`config.mk`:
```
export PLATFORM = sky130hd
export DESIGN_NAME = quad_video_tx_serializer_path
export DESIGN_NICKNAME = d
export VERILOG_FILES = /design/src/rtl/quad_ser_pkg.sv /design/src/rtl/phase_align_buffer.sv /design/src/rtl/self_test_lfsr.sv /design/src/rtl/quad_video_tx_serializer_path.sv
export VERILOG_INCLUDE_DIRS = /design/src /design/src/rtl
export SDC_FILE = /design/constraint.sdc
export NUM_CORES = 1
export LEC_CHECK = 0
export ABC_AREA = 1
export BUFFER_PORTS_ARGS = -buffer_cell sky130_fd_sc_hd__buf_2
export CAP_MARGIN = 20
export CORE_MARGIN = 5
export CORE_UTILIZATION = 60
export DETAILED_ROUTE_END_ITERATION = 16
export PLACE_DENSITY = 0.79
export SYNTH_ARGS = -nofsm -noshare
export SYNTH_HDL_FRONTEND = slang
export SYNTH_HIERARCHICAL = 1
export SYNTH_SLANG_ARGS = --single-unit
```
`constraint.sdc`:
```
create_clock -name mclk -period 3.6 [get_ports mclk]
set_clock_uncertainty 0.1 [all_clocks]
set_input_delay 0.72 -clock mclk [delete_from_list [all_inputs] [get_ports mclk]]
set_output_delay 0.72 -clock mclk [all_outputs]
set_load 0.01 [all_outputs]
```
`src/rtl/quad_ser_regs.svh`:
```
// Purpose: register offsets, latch fields, reset values and timing figures
// Assumes: APB byte addresses, 32-bit data, one register per aligned word
// Notes:   included by the serializer path, the self-test generator and the bench
`ifndef QUAD_SER_REGS_SVH
`define QUAD_SER_REGS_SVH

// ==========================================================
// apb register offsets
`define REG_CHAN_STATUS    8'h00
`define REG_IRQ_STATUS     8'h04
`define REG_IRQ_MASK       8'h08
`define REG_CFG_WRITE      8'h0C

// ==========================================================
// apb config write fields
`define CFG_DATA_MSB       4
`define CFG_DATA_LSB       0
`define CFG_BANK_MSB       8
`define CFG_BANK_LSB       5

// ==========================================================
// latch bank map
`define BANKS_PER_CHAN     3
`define NUM_CHAN_BANKS     12
`define GLOBAL_BANK_FIRST  4'hC
`define GLOBAL_BANK_LAST   4'hE
`define BIT_GLOBAL_EN      0
`define BIT_CLK_SEL        1
`define BIT_HALF_RATE      2
`define BIT_SPEED_LSB      3
`define BIT_SPEED_MSB      4
`define BIT_DRV_PRIMARY    1
`define BIT_DRV_SECONDARY  2
`define BIT_SELF_TEST      1
`define BIT_PA_RESET       2

// ==========================================================
// latch bank and irq mask reset values
`define RST_BANK_RATE      5'h0B
`define RST_BANK_DRIVER    5'h01
`define RST_BANK_DYNAMIC   5'h05
`define RST_IRQ_MASK       4'h0

// ==========================================================
// characters and sequences
`define ERROR_CHAR         10'h278
`define LFSR_SEED          9'h1FF

// ==========================================================
// timing
`define MCLK_FREQ_MHZ      25
`define REENABLE_SETTLE_US 250

`endif

```
`src/rtl/quad_ser_pkg.sv`:
```
// Purpose: types shared by the serializer path
// Assumes: nothing
// Notes:   numeric constants live in quad_ser_regs.svh
package quad_ser_pkg;

    // ==========================================================
    // speed range latch decode
    typedef enum logic [1:0] {
        SPEED_LOW,
        SPEED_MID,
        SPEED_HIGH,
        SPEED_UNUSED
    } speed_range_t;

    // ==========================================================
    // character source of the transmit shifter
    typedef enum {
        SRC_DATA,
        SRC_ERROR,
        SRC_SELF_TEST
    } char_source_t;

endpackage : quad_ser_pkg

```
`src/rtl/phase_align_buffer.sv`:
```
// Purpose: phase-align buffer between capture ticks and character ticks
// Assumes: both ticks are one-cycle pulses on mclk
// Notes:   error is sticky until init
`timescale 1ns/1ps
`default_nettype none
module phase_align_buffer #(
    parameter int WIDTH = 10,
    parameter int DEPTH = 4
) (
    // clock and reset
    input  wire logic             mclk,
    input  wire logic             rst,
    // control
    input  wire logic             init,
    // fill side
    input  wire logic             wr_tick,
    input  wire logic [WIDTH-1:0] wr_data,
    // drain side
    input  wire logic             rd_tick,
    output logic      [WIDTH-1:0] rd_data,
    output logic                  overrun
);
    localparam int PW = $clog2(DEPTH);

    if (DEPTH < 2 || (DEPTH & (DEPTH - 1)) != 0) begin : g_bad_depth
        $error("phase_align_buffer depth must be a power of two of at least 2");
    end

    logic [WIDTH-1:0] mem [DEPTH];
    logic [PW-1:0]    wr_ptr;
    logic [PW-1:0]    rd_ptr;
    logic [PW:0]      fill;
    logic             do_wr;
    logic             do_rd;

    // ==========================================================
    // pointers and fill level
    assign do_wr   = wr_tick && fill != (PW + 1)'(DEPTH);
    assign do_rd   = rd_tick && fill != '0;
    assign rd_data = mem[rd_ptr];

    always_ff @(posedge mclk) begin
        if (rst || init) begin
            wr_ptr <= PW'(DEPTH / 2);
            rd_ptr <= '0;
            fill   <= (PW + 1)'(DEPTH / 2);
        end else begin
            if (do_wr) begin
                wr_ptr <= wr_ptr + 1'b1;
            end
            if (do_rd) begin
                rd_ptr <= rd_ptr + 1'b1;
            end
            fill <= fill + (PW + 1)'(do_wr) - (PW + 1)'(do_rd);
        end
    end

    // ==========================================================
    // storage
    always_ff @(posedge mclk) begin
        if (do_wr) begin
            mem[wr_ptr] <= wr_data;
        end
    end

    // ==========================================================
    // sticky overrun
    // sticky overrun flag
    always_ff @(posedge mclk) begin
        if (rst || init) begin
            overrun <= 1'b0;
        end else if ((wr_tick && !do_wr) || (rd_tick && !do_rd)) begin
            overrun <= 1'b1;
        end
    end

endmodule : phase_align_buffer
`default_nettype wire

```
`src/rtl/self_test_lfsr.sv`:
```
// Purpose: self-test character generator, period 511 characters
// Assumes: step is a one-cycle pulse per character
// Notes:   seed is reloaded while disabled
`timescale 1ns/1ps
`default_nettype none
`include "quad_ser_regs.svh"
module self_test_lfsr (
    // clock and reset
    input  wire logic       mclk,
    input  wire logic       rst,
    // control
    input  wire logic       enable,
    input  wire logic       step,
    // character out
    output logic      [9:0] char_out
);
    logic [8:0] lfsr;

    // ==========================================================
    // nine-bit maximal sequence, one step per character
    // lfsr sequence
    always_ff @(posedge mclk) begin
        if (rst || !enable) begin
            lfsr <= `LFSR_SEED;
        end else if (step) begin
            lfsr <= {lfsr[7:0], lfsr[8] ^ lfsr[4]};
        end
    end

    assign char_out = {lfsr[8] ^ lfsr[4], lfsr};

endmodule : self_test_lfsr
`default_nettype wire

```
`src/rtl/quad_video_tx_serializer_path.sv`:
```
// Purpose: four-channel transmit path of a video serializer
// Assumes: clock pins are sampled on mclk and run far below it
// Notes:   one character takes ten mclk cycles on the serial outputs
`timescale 1ns/1ps
`default_nettype none
`include "quad_ser_regs.svh"
module quad_video_tx_serializer_path
    import quad_ser_pkg::*;
#(
    parameter int NUM_CH        = 4,
    parameter int CHAR_W        = 10,
    parameter int PA_DEPTH      = 4,
    parameter int SETTLE_CYCLES = `REENABLE_SETTLE_US * `MCLK_FREQ_MHZ
) (
    // clock and reset
    input  wire logic                           mclk,
    input  wire logic                           rst,
    // apb slave
    input  wire logic                           psel,
    input  wire logic                           penable,
    input  wire logic                           pwrite,
    input  wire logic [7:0]                     paddr,
    input  wire logic [31:0]                    pwdata,
    output logic      [31:0]                    prdata,
    output logic                                pready,
    output logic                                pslverr,
    // configuration pins
    input  wire logic                           config_write_strobe_n,
    input  wire logic [3:0]                     config_addr,
    input  wire logic [4:0]                     config_data,
    // channel inputs
    input  wire logic [NUM_CH-1:0]              channel_reference_clock,
    input  wire logic [NUM_CH-1:0]              tx_input_clock,
    input  wire logic [NUM_CH-1:0][CHAR_W-1:0]  tx_parallel_char_in,
    // channel outputs
    output logic      [NUM_CH-1:0]              phase_buffer_error,
    output logic      [NUM_CH-1:0]              char_rate_clock_out,
    output logic      [NUM_CH-1:0]              primary_serial_out,
    output logic      [NUM_CH-1:0]              secondary_serial_out,
    // interrupt
    output logic                                irq
);
    if (NUM_CH != 4 || CHAR_W != 10 || SETTLE_CYCLES < 1 || SETTLE_CYCLES > 65535)
    begin : g_bad_params
        $error("serializer path supports four 10-bit channels and a 16-bit settle count");
    end

    // ==========================================================
    // declarations
    logic [2:0]       wr_n_sync;
    logic [2:0][3:0]  addr_sync;
    logic [2:0][4:0]  data_sync;
    logic             pin_wr;
    logic             apb_setup;
    logic             apb_access;
    logic             addr_ok;
    logic             apb_cfg_wr;
    logic             cfg_wr;
    logic [3:0]       cfg_bank;
    logic [4:0]       cfg_val;
    logic             cfg_global;
    logic [4:0]       bank [`NUM_CHAN_BANKS];
    logic [`NUM_CHAN_BANKS-1:0] bank_hit;
    logic [NUM_CH-1:0] pa_init;
    logic [NUM_CH-1:0] self_test_on;
    logic [NUM_CH-1:0] powered;
    logic [NUM_CH-1:0] settling;
    logic [NUM_CH-1:0] speed_reserved;
    logic [NUM_CH-1:0] err_event;
    logic [NUM_CH-1:0] irq_status;
    logic [NUM_CH-1:0] irq_mask;
    logic [NUM_CH-1:0] irq_clear;
    logic [31:0]       next_prdata;

    function automatic logic [4:0] bank_reset(input int kind);
        logic [4:0] value;
        value = `RST_BANK_DYNAMIC;
        if (kind == 0) begin
            value = `RST_BANK_RATE;
        end else if (kind == 1) begin
            value = `RST_BANK_DRIVER;
        end
        return value;
    endfunction : bank_reset

    // ==========================================================
    // configuration pin synchronisers
    always_ff @(posedge mclk) begin
        if (rst) begin
            wr_n_sync <= 3'h7;
            addr_sync <= '0;
            data_sync <= '0;
        end else begin
            wr_n_sync <= {wr_n_sync[1:0], config_write_strobe_n};
            addr_sync <= {addr_sync[1:0], config_addr};
            data_sync <= {data_sync[1:0], config_data};
        end
    end

    assign pin_wr = !wr_n_sync[1] && !wr_n_sync[2]
                    && addr_sync[1] == addr_sync[2] && data_sync[1] == data_sync[2];

    // ==========================================================
    // apb slave
    assign apb_setup  = psel && !penable;
    assign apb_access = psel && penable;
    assign pready     = 1'b1;
    assign addr_ok    = paddr == `REG_CHAN_STATUS || paddr == `REG_IRQ_STATUS
                        || paddr == `REG_IRQ_MASK || paddr == `REG_CFG_WRITE;
    assign pslverr    = apb_access && !addr_ok;
    assign apb_cfg_wr = apb_access && pwrite && paddr == `REG_CFG_WRITE;

    always_comb begin
        next_prdata = 32'h0000_0000;
        unique case (paddr)
            `REG_CHAN_STATUS: begin
                next_prdata[3:0]   = phase_buffer_error;
                next_prdata[7:4]   = self_test_on;
                next_prdata[11:8]  = powered;
                next_prdata[15:12] = settling;
                next_prdata[19:16] = speed_reserved;
            end
            `REG_IRQ_STATUS: next_prdata[3:0] = irq_status;
            `REG_IRQ_MASK:   next_prdata[3:0] = irq_mask;
            default:         next_prdata = 32'h0000_0000;
        endcase
    end

    always_ff @(posedge mclk) begin
        if (rst) begin
            prdata <= 32'h0000_0000;
        end else if (apb_setup) begin
            prdata <= pwrite ? 32'h0000_0000 : next_prdata;
        end
    end

    // ==========================================================
    // interrupt status and mask
    assign irq_clear = (apb_access && pwrite && paddr == `REG_IRQ_STATUS)
                       ? pwdata[NUM_CH-1:0] : '0;

    always_ff @(posedge mclk) begin
        if (rst) begin
            irq_status <= '0;
        end else begin
            irq_status <= (irq_status & ~irq_clear) | err_event;
        end
    end

    always_ff @(posedge mclk) begin
        if (rst) begin
            irq_mask <= `RST_IRQ_MASK;
        end else if (apb_access && pwrite && paddr == `REG_IRQ_MASK) begin
            irq_mask <= pwdata[NUM_CH-1:0];
        end
    end

    assign irq = |(irq_status & irq_mask);

    // ==========================================================
    // configuration latch banks
    assign cfg_wr     = apb_cfg_wr || pin_wr;
    assign cfg_bank   = apb_cfg_wr ? pwdata[`CFG_BANK_MSB:`CFG_BANK_LSB] : addr_sync[2];
    assign cfg_val    = apb_cfg_wr ? pwdata[`CFG_DATA_MSB:`CFG_DATA_LSB] : data_sync[2];
    assign cfg_global = cfg_bank >= `GLOBAL_BANK_FIRST && cfg_bank <= `GLOBAL_BANK_LAST;

    always_comb begin
        for (int b = 0; b < `NUM_CHAN_BANKS; b++) begin
            bank_hit[b] = cfg_wr && (cfg_bank == 4'(b)
                          || (cfg_global && cfg_bank - `GLOBAL_BANK_FIRST
                              == 4'(b % `BANKS_PER_CHAN)
                              && bank[b][`BIT_GLOBAL_EN]));
        end
    end

    always_ff @(posedge mclk) begin
        for (int b = 0; b < `NUM_CHAN_BANKS; b++) begin
            if (rst) begin
                bank[b] <= bank_reset(b % `BANKS_PER_CHAN);
            end else if (bank_hit[b]) begin
                bank[b] <= cfg_global ? {cfg_val[4:1], bank[b][`BIT_GLOBAL_EN]} : cfg_val;
            end
        end
    end

    // ==========================================================
    // per-channel transmit path
    // four channels
    for (genvar ch = 0; ch < NUM_CH; ch++) begin : g_chan
        logic [4:0]        rate_bank;
        logic [4:0]        drv_bank;
        logic [4:0]        dyn_bank;
        logic              clk_sel;
        logic              half_rate;
        logic              drv_primary;
        logic              drv_secondary;
        speed_range_t      speed;
        logic [2:0]        ref_sync;
        logic [2:0]        in_sync;
        logic [2:0][CHAR_W-1:0] char_sync;
        logic              ref_rise;
        logic              ref_fall;
        logic              in_rise;
        logic              char_tick;
        logic              cap_tick;
        logic [CHAR_W-1:0] cap_char;
        logic              use_buffer;
        logic [CHAR_W-1:0] buf_char;
        logic              buf_overrun;
        logic [CHAR_W-1:0] lfsr_char;
        char_source_t      source;
        logic [CHAR_W-1:0] next_char;
        logic [CHAR_W-1:0] shifter;
        logic [3:0]        bit_cnt;
        logic              err_prev;
        logic              powered_prev;
        logic [15:0]       settle_cnt;

        assign rate_bank     = bank[ch * `BANKS_PER_CHAN];
        assign drv_bank      = bank[ch * `BANKS_PER_CHAN + 1];
        assign dyn_bank      = bank[ch * `BANKS_PER_CHAN + 2];
        assign clk_sel       = rate_bank[`BIT_CLK_SEL];
        assign half_rate     = rate_bank[`BIT_HALF_RATE];
        assign speed         = speed_range_t'(rate_bank[`BIT_SPEED_MSB:`BIT_SPEED_LSB]);
        assign drv_primary   = drv_bank[`BIT_DRV_PRIMARY];
        assign drv_secondary = drv_bank[`BIT_DRV_SECONDARY];

        assign speed_reserved[ch] = speed == SPEED_LOW && half_rate;
        assign self_test_on[ch]   = dyn_bank[`BIT_SELF_TEST];
        assign powered[ch]        = drv_primary || drv_secondary;
        assign pa_init[ch]        = bank_hit[ch * `BANKS_PER_CHAN + 2]
                                    && !cfg_val[`BIT_PA_RESET];

        // ------------------------------------------------------
        // clock and data pin synchronisers
        always_ff @(posedge mclk) begin
            if (rst) begin
                ref_sync  <= '0;
                in_sync   <= '0;
                char_sync <= '0;
            end else begin
                ref_sync  <= {ref_sync[1:0], channel_reference_clock[ch]};
                in_sync   <= {in_sync[1:0], tx_input_clock[ch]};
                char_sync <= {char_sync[1:0], tx_parallel_char_in[ch]};
            end
        end

        assign ref_rise = ref_sync[1] && !ref_sync[2];
        assign ref_fall = !ref_sync[1] && ref_sync[2];
        assign in_rise  = in_sync[1] && !in_sync[2];

        assign char_tick = powered[ch] && (ref_rise || (half_rate && ref_fall));

        // ------------------------------------------------------
        // input register
        // capture clock select
        assign cap_tick = clk_sel ? char_tick : in_rise;

        always_ff @(posedge mclk) begin
            if (rst) begin
                cap_char <= '0;
            end else if (cap_tick && powered[ch]) begin
                cap_char <= char_sync[2];
            end
        end

        // ------------------------------------------------------
        // phase-align buffer
        // buffer in or bypassed
        assign use_buffer = !clk_sel;

        phase_align_buffer #(
            .WIDTH (CHAR_W),
            .DEPTH (PA_DEPTH)
        ) u_pa_buf (
            .mclk    (mclk),
            .rst     (rst),
            .init    (pa_init[ch] || !use_buffer || !powered[ch]),
            .wr_tick (in_rise && use_buffer && powered[ch]),
            .wr_data (char_sync[2]),
            .rd_tick (char_tick && use_buffer),
            .rd_data (buf_char),
            .overrun (buf_overrun)
        );

        always_ff @(posedge mclk) begin
            if (rst || pa_init[ch]) begin
                phase_buffer_error[ch] <= 1'b0;
            end else if (char_tick) begin
                phase_buffer_error[ch] <= use_buffer && buf_overrun;
            end
        end

        always_ff @(posedge mclk) begin
            if (rst) begin
                err_prev <= 1'b0;
            end else begin
                err_prev <= phase_buffer_error[ch];
            end
        end

        assign err_event[ch] = phase_buffer_error[ch] && !err_prev;

        // ------------------------------------------------------
        // self-test generator
        self_test_lfsr u_lfsr (
            .mclk     (mclk),
            .rst      (rst),
            .enable   (self_test_on[ch]),
            .step     (char_tick),
            .char_out (lfsr_char)
        );

        // ------------------------------------------------------
        // character source
        // data ignored in self-test
        always_comb begin
            if (self_test_on[ch]) begin
                source = SRC_SELF_TEST;
            end else if (phase_buffer_error[ch]) begin
                source = SRC_ERROR;
            end else begin
                source = SRC_DATA;
            end
            unique case (source)
                SRC_SELF_TEST: next_char = lfsr_char;
                SRC_ERROR:     next_char = `ERROR_CHAR;
                SRC_DATA:      next_char = use_buffer ? buf_char : cap_char;
            endcase
        end

        // ------------------------------------------------------
        // transmit shifter
        // lsb first shift
        always_ff @(posedge mclk) begin
            if (rst || !powered[ch]) begin
                shifter <= '0;
                bit_cnt <= 4'h9;
            end else if (char_tick) begin
                shifter <= next_char;
                bit_cnt <= 4'h0;
            end else begin
                shifter <= {1'b0, shifter[CHAR_W-1:1]};
                bit_cnt <= (bit_cnt == 4'h9) ? bit_cnt : bit_cnt + 4'h1;
            end
        end

        always_ff @(posedge mclk) begin
            if (rst || !powered[ch]) begin
                char_rate_clock_out[ch] <= 1'b0;
            end else begin
                char_rate_clock_out[ch] <= char_tick || (bit_cnt < 4'h4);
            end
        end

        always_ff @(posedge mclk) begin
            if (rst) begin
                primary_serial_out[ch]   <= 1'b0;
                secondary_serial_out[ch] <= 1'b0;
            end else begin
                primary_serial_out[ch]   <= drv_primary && shifter[0];
                secondary_serial_out[ch] <= drv_secondary && shifter[0];
            end
        end

        // ------------------------------------------------------
        // settling after re-enable
        always_ff @(posedge mclk) begin
            if (rst) begin
                powered_prev <= 1'b0;
                settle_cnt   <= 16'h0000;
            end else begin
                powered_prev <= powered[ch];
                if (powered[ch] && !powered_prev) begin
                    settle_cnt <= 16'(SETTLE_CYCLES);
                end else if (settle_cnt != 16'h0000) begin
                    settle_cnt <= settle_cnt - 16'h0001;
                end
            end
        end

        assign settling[ch] = settle_cnt != 16'h0000;
    end

endmodule : quad_video_tx_serializer_path
`default_nettype wire

```
==> summary.md, run 1 <==
| Metric | Value |
|---|---|
| Tcrit/Tclk final | `around four fifths` |
| WHS | `between 0.2 and 0.25 ns` |
| Largest net degree at the start of global routing | `59` |
| Post-CTS Setup Bufs | `0` |
| Crit-path max FO | `13` |
| Yosys reg bits | `662` |
| Final setup fails | `0` |
| Antenna violations before repair | `1` |
| Post-Synthesis Cells | `slightly above 3000` |
| First-pass GRT wire length | `95200 um` |
| # clock sinks | `662` |
| Die area | `48200 um^2` |
| Lkg Pwr | `around 13 nW` |
| Slew @ Worst Pin | `about 1.0 ns` |
| PD cells | `around 530 nW/um^2` |
| Relative slew slack | `between 30 and 40%` |
| DP Wirelength | `39400 um` |
| Fin nets | `between 3000 and 4000` |
| Row count | `76` |
| Fin crit period | `about 2.8 ns` |
| Drt pass-1 iters | `6` |
| H-tree depth reported by CTS | `3` |
| CTS tree | `done` |
| Worst setup SP type | `flop` |
| Pre-CTS setup slack | `~0.50 ns` |
| Critical Path AT | `3.24 ns` |
| CP Capture Type | `flop` |
| Synth unique cells | `56` |
| Clock Tree Buf Depth | `3` |
| Routability Congestion | `0.915` |
| Ys flop type | `dfxtp_1` |
| Initial drt markers | `approximately 1500` |
| Aggregate negative setup slack | `0 ns` |
| Final ANT Viol Nets | `0` |
| Non-filler instance count after layout | `approximately 3800` |
| Post-synthesis cell area | `26400 um^2` |
| Placed Cells incl. Taps | `approximately 3700` |
| Yosys warns | `6` |
| Seq/Total Area, Yosys | `~58%` |
| Worst min path class | `input port to flop` |
| Num CTS Buffers | `67` |
| Initial core utilization | `between 60% and 70%` |
| CTS Hold Bufs | `0` |
| Layout cells sized above 1 | `a little under an eighth` |
| Skew-Pair Late Insertion Delay | `~0.59 ns` |
| Die Ht | `between 200 and 250 um` |
| Root Buffer | `clkbuf_16` |
| Vias per inst | `between 5 and 6` |
| Fillers | `3274` |
| Syn avg cell area | `just under 9 um^2` |
| Slew Viols, Final | `0` |
| Die X | `220 um` |
| Gr ovfl total | `0` |
| RSZ-0062 raised after global routing | `false` |
| Fin. Hold Viols | `0` |
| GRT Overall Usage | `a little under a quarter` |
| Area grow syn2layout | `12.6%` |
| Port Buffer Count | `117` |
| Asr flop ratio synth | `0%` |
| Core region area | `between 40000 and 50000 um^2` |
| Cts repair resizes | `0` |
| Worst Slack Setup Final | `slightly below 0.8 ns` |
| Drt drc | `0` |
| Via count of the first global-routing pass | `about 20000` |
| Final WL | `57400 um` |
| Post-synth top area cell | `dfxtp_1` |
| Post-synth EDFFs | `200` |
| Critical Path RT | `4.02 ns` |
| Clk pin slew, worst setup/hold paths | `approximately 0.06 ns` |
| Top cells by area, synth | `dfxtp_1, edfxtp_1, nor2_1` |
| Total vias in the final route | `20092` |
| FMAX | `354 MHz` |
| Peak VDD IR | `between 0.0003 and 0.0004 V` |
| Worst Setup Path Type | `flop to flop` |
| Max_cap viols | `0` |
| Status | `finished clean` |
| Number of I/O pins | `around 150` |
| Top-area cell type share of the netlist area | `between 30% and 40%` |
| DR WL/cell | `roughly 15 um` |
-- kinds of logic after synthesis --
| family | Yosys count | synth area share [%] |
|---|---|---|
| simple gates | 1337 | 22.0 |
| flops | 662 | 57.9 |
| buf+inv | 531 | 8.02 |
| compound gates | 400 | 8.49 |
| xor+xnor | 44 | 1.46 |
| fa+ha+maj | 40 | 2.01 |
| mux | 3 | 0.128 |
| other cells | 2 | 0.0285 |
-- per-layer routing --
| metal | share of wire, % | GRT usage [%] | vias up |
|---|---|---|---|
| met4 | 2.5 | 8.31 | 0 |
| li1 | - | - | 9910 |
| met1 | 42 | 31.2 | 9472 |
| met3 | 6.5 | 4.07 | 95 |
| met5 | 0 | 0 | - |
| met2 | 49 | 40.8 | 615 |
-- registers in the layout (all words and copies together) (netlist names), 8 cells and up, named ones only --
signal / count
g_chan.u_pa_buf/mem: 160
g_chan.char_sync: 120
g_chan.settle_cnt: 64
bank: 40
g_chan.cap_char: 40
g_chan.shifter: 40
g_chan.u_lfsr/lfsr: 36
prdata: 20
g_chan.bit_cnt: 16
data_sync: 15
addr_sync: 12
g_chan.in_sync: 12
g_chan.ref_sync: 12
g_chan.u_pa_buf/fill: 12
g_chan.u_pa_buf/rd_ptr: 8
g_chan.u_pa_buf/wr_ptr: 8
-- worst max-delay path: stages (launching register included) --
cell      delay [ns]
edfxtp_1        0.44
nor2_1          0.21
inv_1           0.11
nand2_1         0.35
nor2_1          0.17
nand2_1         0.14
inv_2           0.06
ha_1            0.27
inv_1           0.06
ha_1            0.13
inv_1           0.05
fa_1            0.38
nand2_1         0.10
nand2_1         0.06
nor2_1          0.13
-- worst paths after layout --
check	startpoint	to	slack, ns	depth (start not counted)
max	bank[0][7]	g_chan[0].u_pa_buf/fill[2]	0.77	14
min	config_write_strobe_n	wr_n_sync[0]	0.23	2
max reg2reg	bank[0][7]	g_chan[0].u_pa_buf/fill[2]	0.77	14
min reg2reg	g_chan[1].char_sync[0]	g_chan[1].char_sync[10]	0.30	2
-- final cells by class --
type / count / area, um^2 / share of cell area, %
inverter: 419 / 1580 / 5.31
sequential: 662 / 15300 / 51.4
timing repair buffer: 155 / 892 / 3.01
multi-input combinational: 1837 / 9020 / 30.4
tap: 585 / 732 / 2.47
clock inverter: 19 / 178 / 0.599
clock buffer: 102 / 2010 / 6.79
antenna: 1 / 2.50 / 0.00843
-- stage by stage --
stage	utilization [%]	power [mW]	instance area, um^2
finish	68.6	15.8	29700
global route	68.6	16.5	29700
CTS	68.6	15.9	29700
detailed placement	63.5	9.12	27500
global placement	63.5	9.07	27500
floorplan	-	8.85	26400
-- cell usage in the layout, fill, tap and decap left out, drive strengths merged, types with 40 or more instances in the layout --
master / instances
inv: 415
edfxtp: 200
nor2: 547
a21oi: 72
nand2: 487
o22ai: 40
dfxtp: 462
buf: 154
clkbuf: 103
o21ai: 226
nand3: 207
-- synthesized netlist by cell type, drive strengths merged, types with 34 or more instances --
cell,instances
a21oi,72
buf,39
clkbuf,73
dfxtp,462
edfxtp,200
ha,36
inv,415
nand2,487
nand3,207
nor2,547
nor3,34
o21ai,226
o22ai,40
-- where the power goes --
group	total [mW]	internal [mW]	switching, mW
Clock	6.84	4.08	2.76
Sequential	7.99	7.86	0.136
Combinational	0.988	0.351	0.636
(Power assumes the default switching activity.)
==> run 2: changes to the inputs <==
CORE_UTILIZATION = 55   (was 60)
PLACE_DENSITY = 0.76   (was 0.79)
clock period = 2.3 ns   (was 3.6 ns; I/O delays follow)
==> summary.md, run 2 (synthesized netlist as in run 1, its figures left out) <==
| Metric | Value |
|---|---|
| Drt pass-1 iters | `5` |
| CP delay by family, top | `adder cells` |
| Max_cap viols | `0` |
| Antenna violations before repair | `4` |
| Post-DP Area | `between 20000 and 30000 um^2` |
| CP cell instances | `inv_2, or2_4, nand2_2, nand2_4, nor2_4, nand2_2, inv_2, ha_1, inv_1, ha_2, inv_1, fa_2, nand2_1` |
| Commonest non-fill, non-tap cell in the layout | `nor2_1` |
| Drt drc | `0` |
| Sw frac | `around 22%` |
| Crit path depth | `13` |
| Aggregate negative setup slack | `0 ns` |
| Vias per inst | `roughly 5.2` |
| Worst Setup SP | `g_chan[3].ref_sync[1]` |
| Crit-path max FO | `3` |
| Flop-to-flop setup slack | `around 0.086 ns` |
| Slowest-stage cell, CP | `fa_2` |
| Design area | `approximately 31000 um^2` |
| Status | `finished clean` |
| GRT Overall Usage | `roughly 22%` |
| Buf/Inv on CP | `4` |
| Skew-Pair Late Insertion Delay | `about 0.6 ns` |
| CP Capture Point | `g_chan[3].u_pa_buf/fill[1]` |
| Seq pwr share | `48.8%` |
| FF-to-FF Start | `g_chan[3].ref_sync[1]` |
| Core region area | `around 48000 um^2` |
| First-pass GRT wire length | `between 90000 and 100000 um` |
| Number of I/O pins | `154` |
| Slew Viols, Final | `0` |
| Gr ovfl total | `0` |
| Root Buffer | `clkbuf_16` |
| Final WL | `approximately 60000 um` |
| Max Used Layer | `met4` |
| Port Buffer Count | `117` |
| Met2 Wirelength | `29100 um` |
| Layout cells sized above 1 | `between 15 and 20%` |
| CTS tree | `done` |
| Max reg flops | `160` |
| Relative slew slack | `between 50% and 60%` |
| H-tree depth reported by CTS | `3` |
| Initial core utilization | `a little under three fifths` |
| Pre-CTS setup slack | `-0.309 ns` |
| Total power | `roughly 26 mW` |
| Fin nets | `around 3500` |
| Reg-to-reg endpoint | `g_chan[3].u_pa_buf/fill[1]` |
| Clk network pwr share | `roughly 45%` |
| Die X | `229 um` |
| Tcrit/Tclk final | `slightly below 100%` |
| Worst setup SP type | `flop` |
| Register bank with the most flops | `g_chan.u_pa_buf/mem` |
| Critical Path AT | `between 2 and 3 ns` |
| # clock sinks | `approximately 660` |
| Slew @ Worst Pin | `between 0.6 and 0.7 ns` |
| Worst min path class | `input port to flop` |
| Die area | `52400 um^2` |
| Clock Tree Buf Depth | `3` |
| Largest regs | `g_chan.u_pa_buf/mem (160), g_chan.char_sync (120), g_chan.settle_cnt (64)` |
| Combinational share of power | `~6.7%` |
| Worst Setup Path Type | `flop to flop` |
| Final setup fails | `0` |
| Via count of the first global-routing pass | `about 21000` |
| DP Wirelength | `between 40000 and 50000 um` |
| Num CTS Buffers | `68` |
| Sw power | `~5.6 mW` |
| Routability Congestion | `~0.89` |
| Area grow syn2layout | `19.3%` |
| Fin. Hold Viols | `0` |
| Most frequent cells in the layout | `nor2_1, dfxtp_1, nand2_1, inv_1, o21ai_0` |
| WL met3 | `3640 um` |
| Peak VDD IR | `between 0.0009 and 0.001 V` |
| Die Ht | `around 230 um` |
| Initial drt markers | `approximately 1700` |
| Critical Path RT | `2.69 ns` |
| Row count | `80` |
| Total vias in the final route | `around 21000` |
| DR WL/cell | `15.0 um` |
| Final ANT Viol Nets | `0` |
| Fillers | `between 3000 and 4000` |
| Cells on worst reg2reg path | `13` |
| Worst Slack Setup Final | `between 0.08 and 0.09 ns` |
| CP peak stage delay | `0.52 ns` |
| P_int | `around 20 mW` |
| WHS | `~0.12 ns` |
| Clk pin slew, worst setup/hold paths | `roughly 0.060 ns` |
| CP Capture Type | `flop` |
| Fin crit period | `2.21 ns` |
| FMAX | `between 400 and 500 MHz` |
| Largest net degree at the start of global routing | `61` |
| Lkg Pwr | `between 10 and 15 nW` |
| DRT met1 WL | `between 20000 and 30000 um` |
| PD cells | `slightly above 800 nW/um^2` |
## run 2: cell count changes in the layout (fill, tap and decap cells not counted), moves of 5 or more
cell / change
inv_2: +8
nor2_1: -11
nor2_2: +9
nand2_1: -8
inv_1: -8
buf_4: +102
nand2_2: +6
clkbuf_16: +5
dlygate4sd3_1: +58
## run 2: worst min-delay path by stage
| stage | start | endpoint | slack [ns] | cells after the start |
|---|---|---|---|---|
| finish | rst | prdata[17] | 0.12 | 2 |
| global route | rst | prdata[5] | 0.11 | 2 |
| CTS | rst | prdata[6] | 0.09 | 2 |
| detailed placement | g_chan[3].char_sync[1] | g_chan[3].char_sync[11] | 0.29 | 2 |
| global placement | g_chan[3].char_sync[16] | g_chan[3].char_sync[26] | 0.29 | 2 |
| floorplan | addr_sync[0] | addr_sync[4] | 0.29 | 2 |
## run 2: final cells by class
cell class / instances / area [um^2] / share of cell area (%)
sequential: 662 / 15300 / 48.5
multi-input combinational: 1837 / 9150 / 29.1
timing repair buffer: 319 / 2320 / 7.38
clock buffer: 103 / 2110 / 6.72
inverter: 419 / 1580 / 5.01
tap: 615 / 769 / 2.45
clock inverter: 19 / 246 / 0.784
antenna: 3 / 7.51 / 0.0239
## run 2: timing repair
action                                 4_1_cts  5_1_grt
setup endpoints to repair                    2       11
hold buffers                                58        0
gates resized for setup                      3       39
buffers inserted                             0       11
pin swaps                                    1       13
endpoints found under the hold margin       58        0
gates cloned                                 0        0
## run 2: power groups by stage
stage | sequential, mW | combinational, mW | clock, mW
2_1_floorplan | 12.7 | 1.17 | 0
6_report | 12.5 | 1.71 | 11.4
4_1_cts | 12.5 | 1.68 | 11.6
5_1_grt | 12.5 | 1.94 | 12.1
3_5_place_dp | 12.8 | 1.58 | 0
3_3_place_gp | 12.7 | 1.51 | 0
## run 2: worst reg2reg max path, delay by kind of cell (launching register included)
family | cells | cell delay, ns
adders and majority gates | 3 | 0.89
DFF | 1 | 0.32
buffers and inverters | 4 | 0.21
and+or+nand+nor | 6 | 0.59
## run 2: per-layer routing
layer,global-route usage [%],vias to the layer above
met2,38.6,644
met5,0,-
met3,3.73,120
met1,28.8,9712
li1,-,10255
met4,8.18,0
## run 2: per-stage QoR
| stage | cells | utilization (%) |
|---|---|---|
| 4_1_cts | 3963 | 65.7 |
| 3_5_place_dp | 3783 | 59.5 |
| 6_report | 3977 | 66.1 |
| 5_1_grt | 3977 | 66.1 |
| 2_1_floorplan | 3030 | - |
| 3_3_place_gp | 3783 | 59.5 |
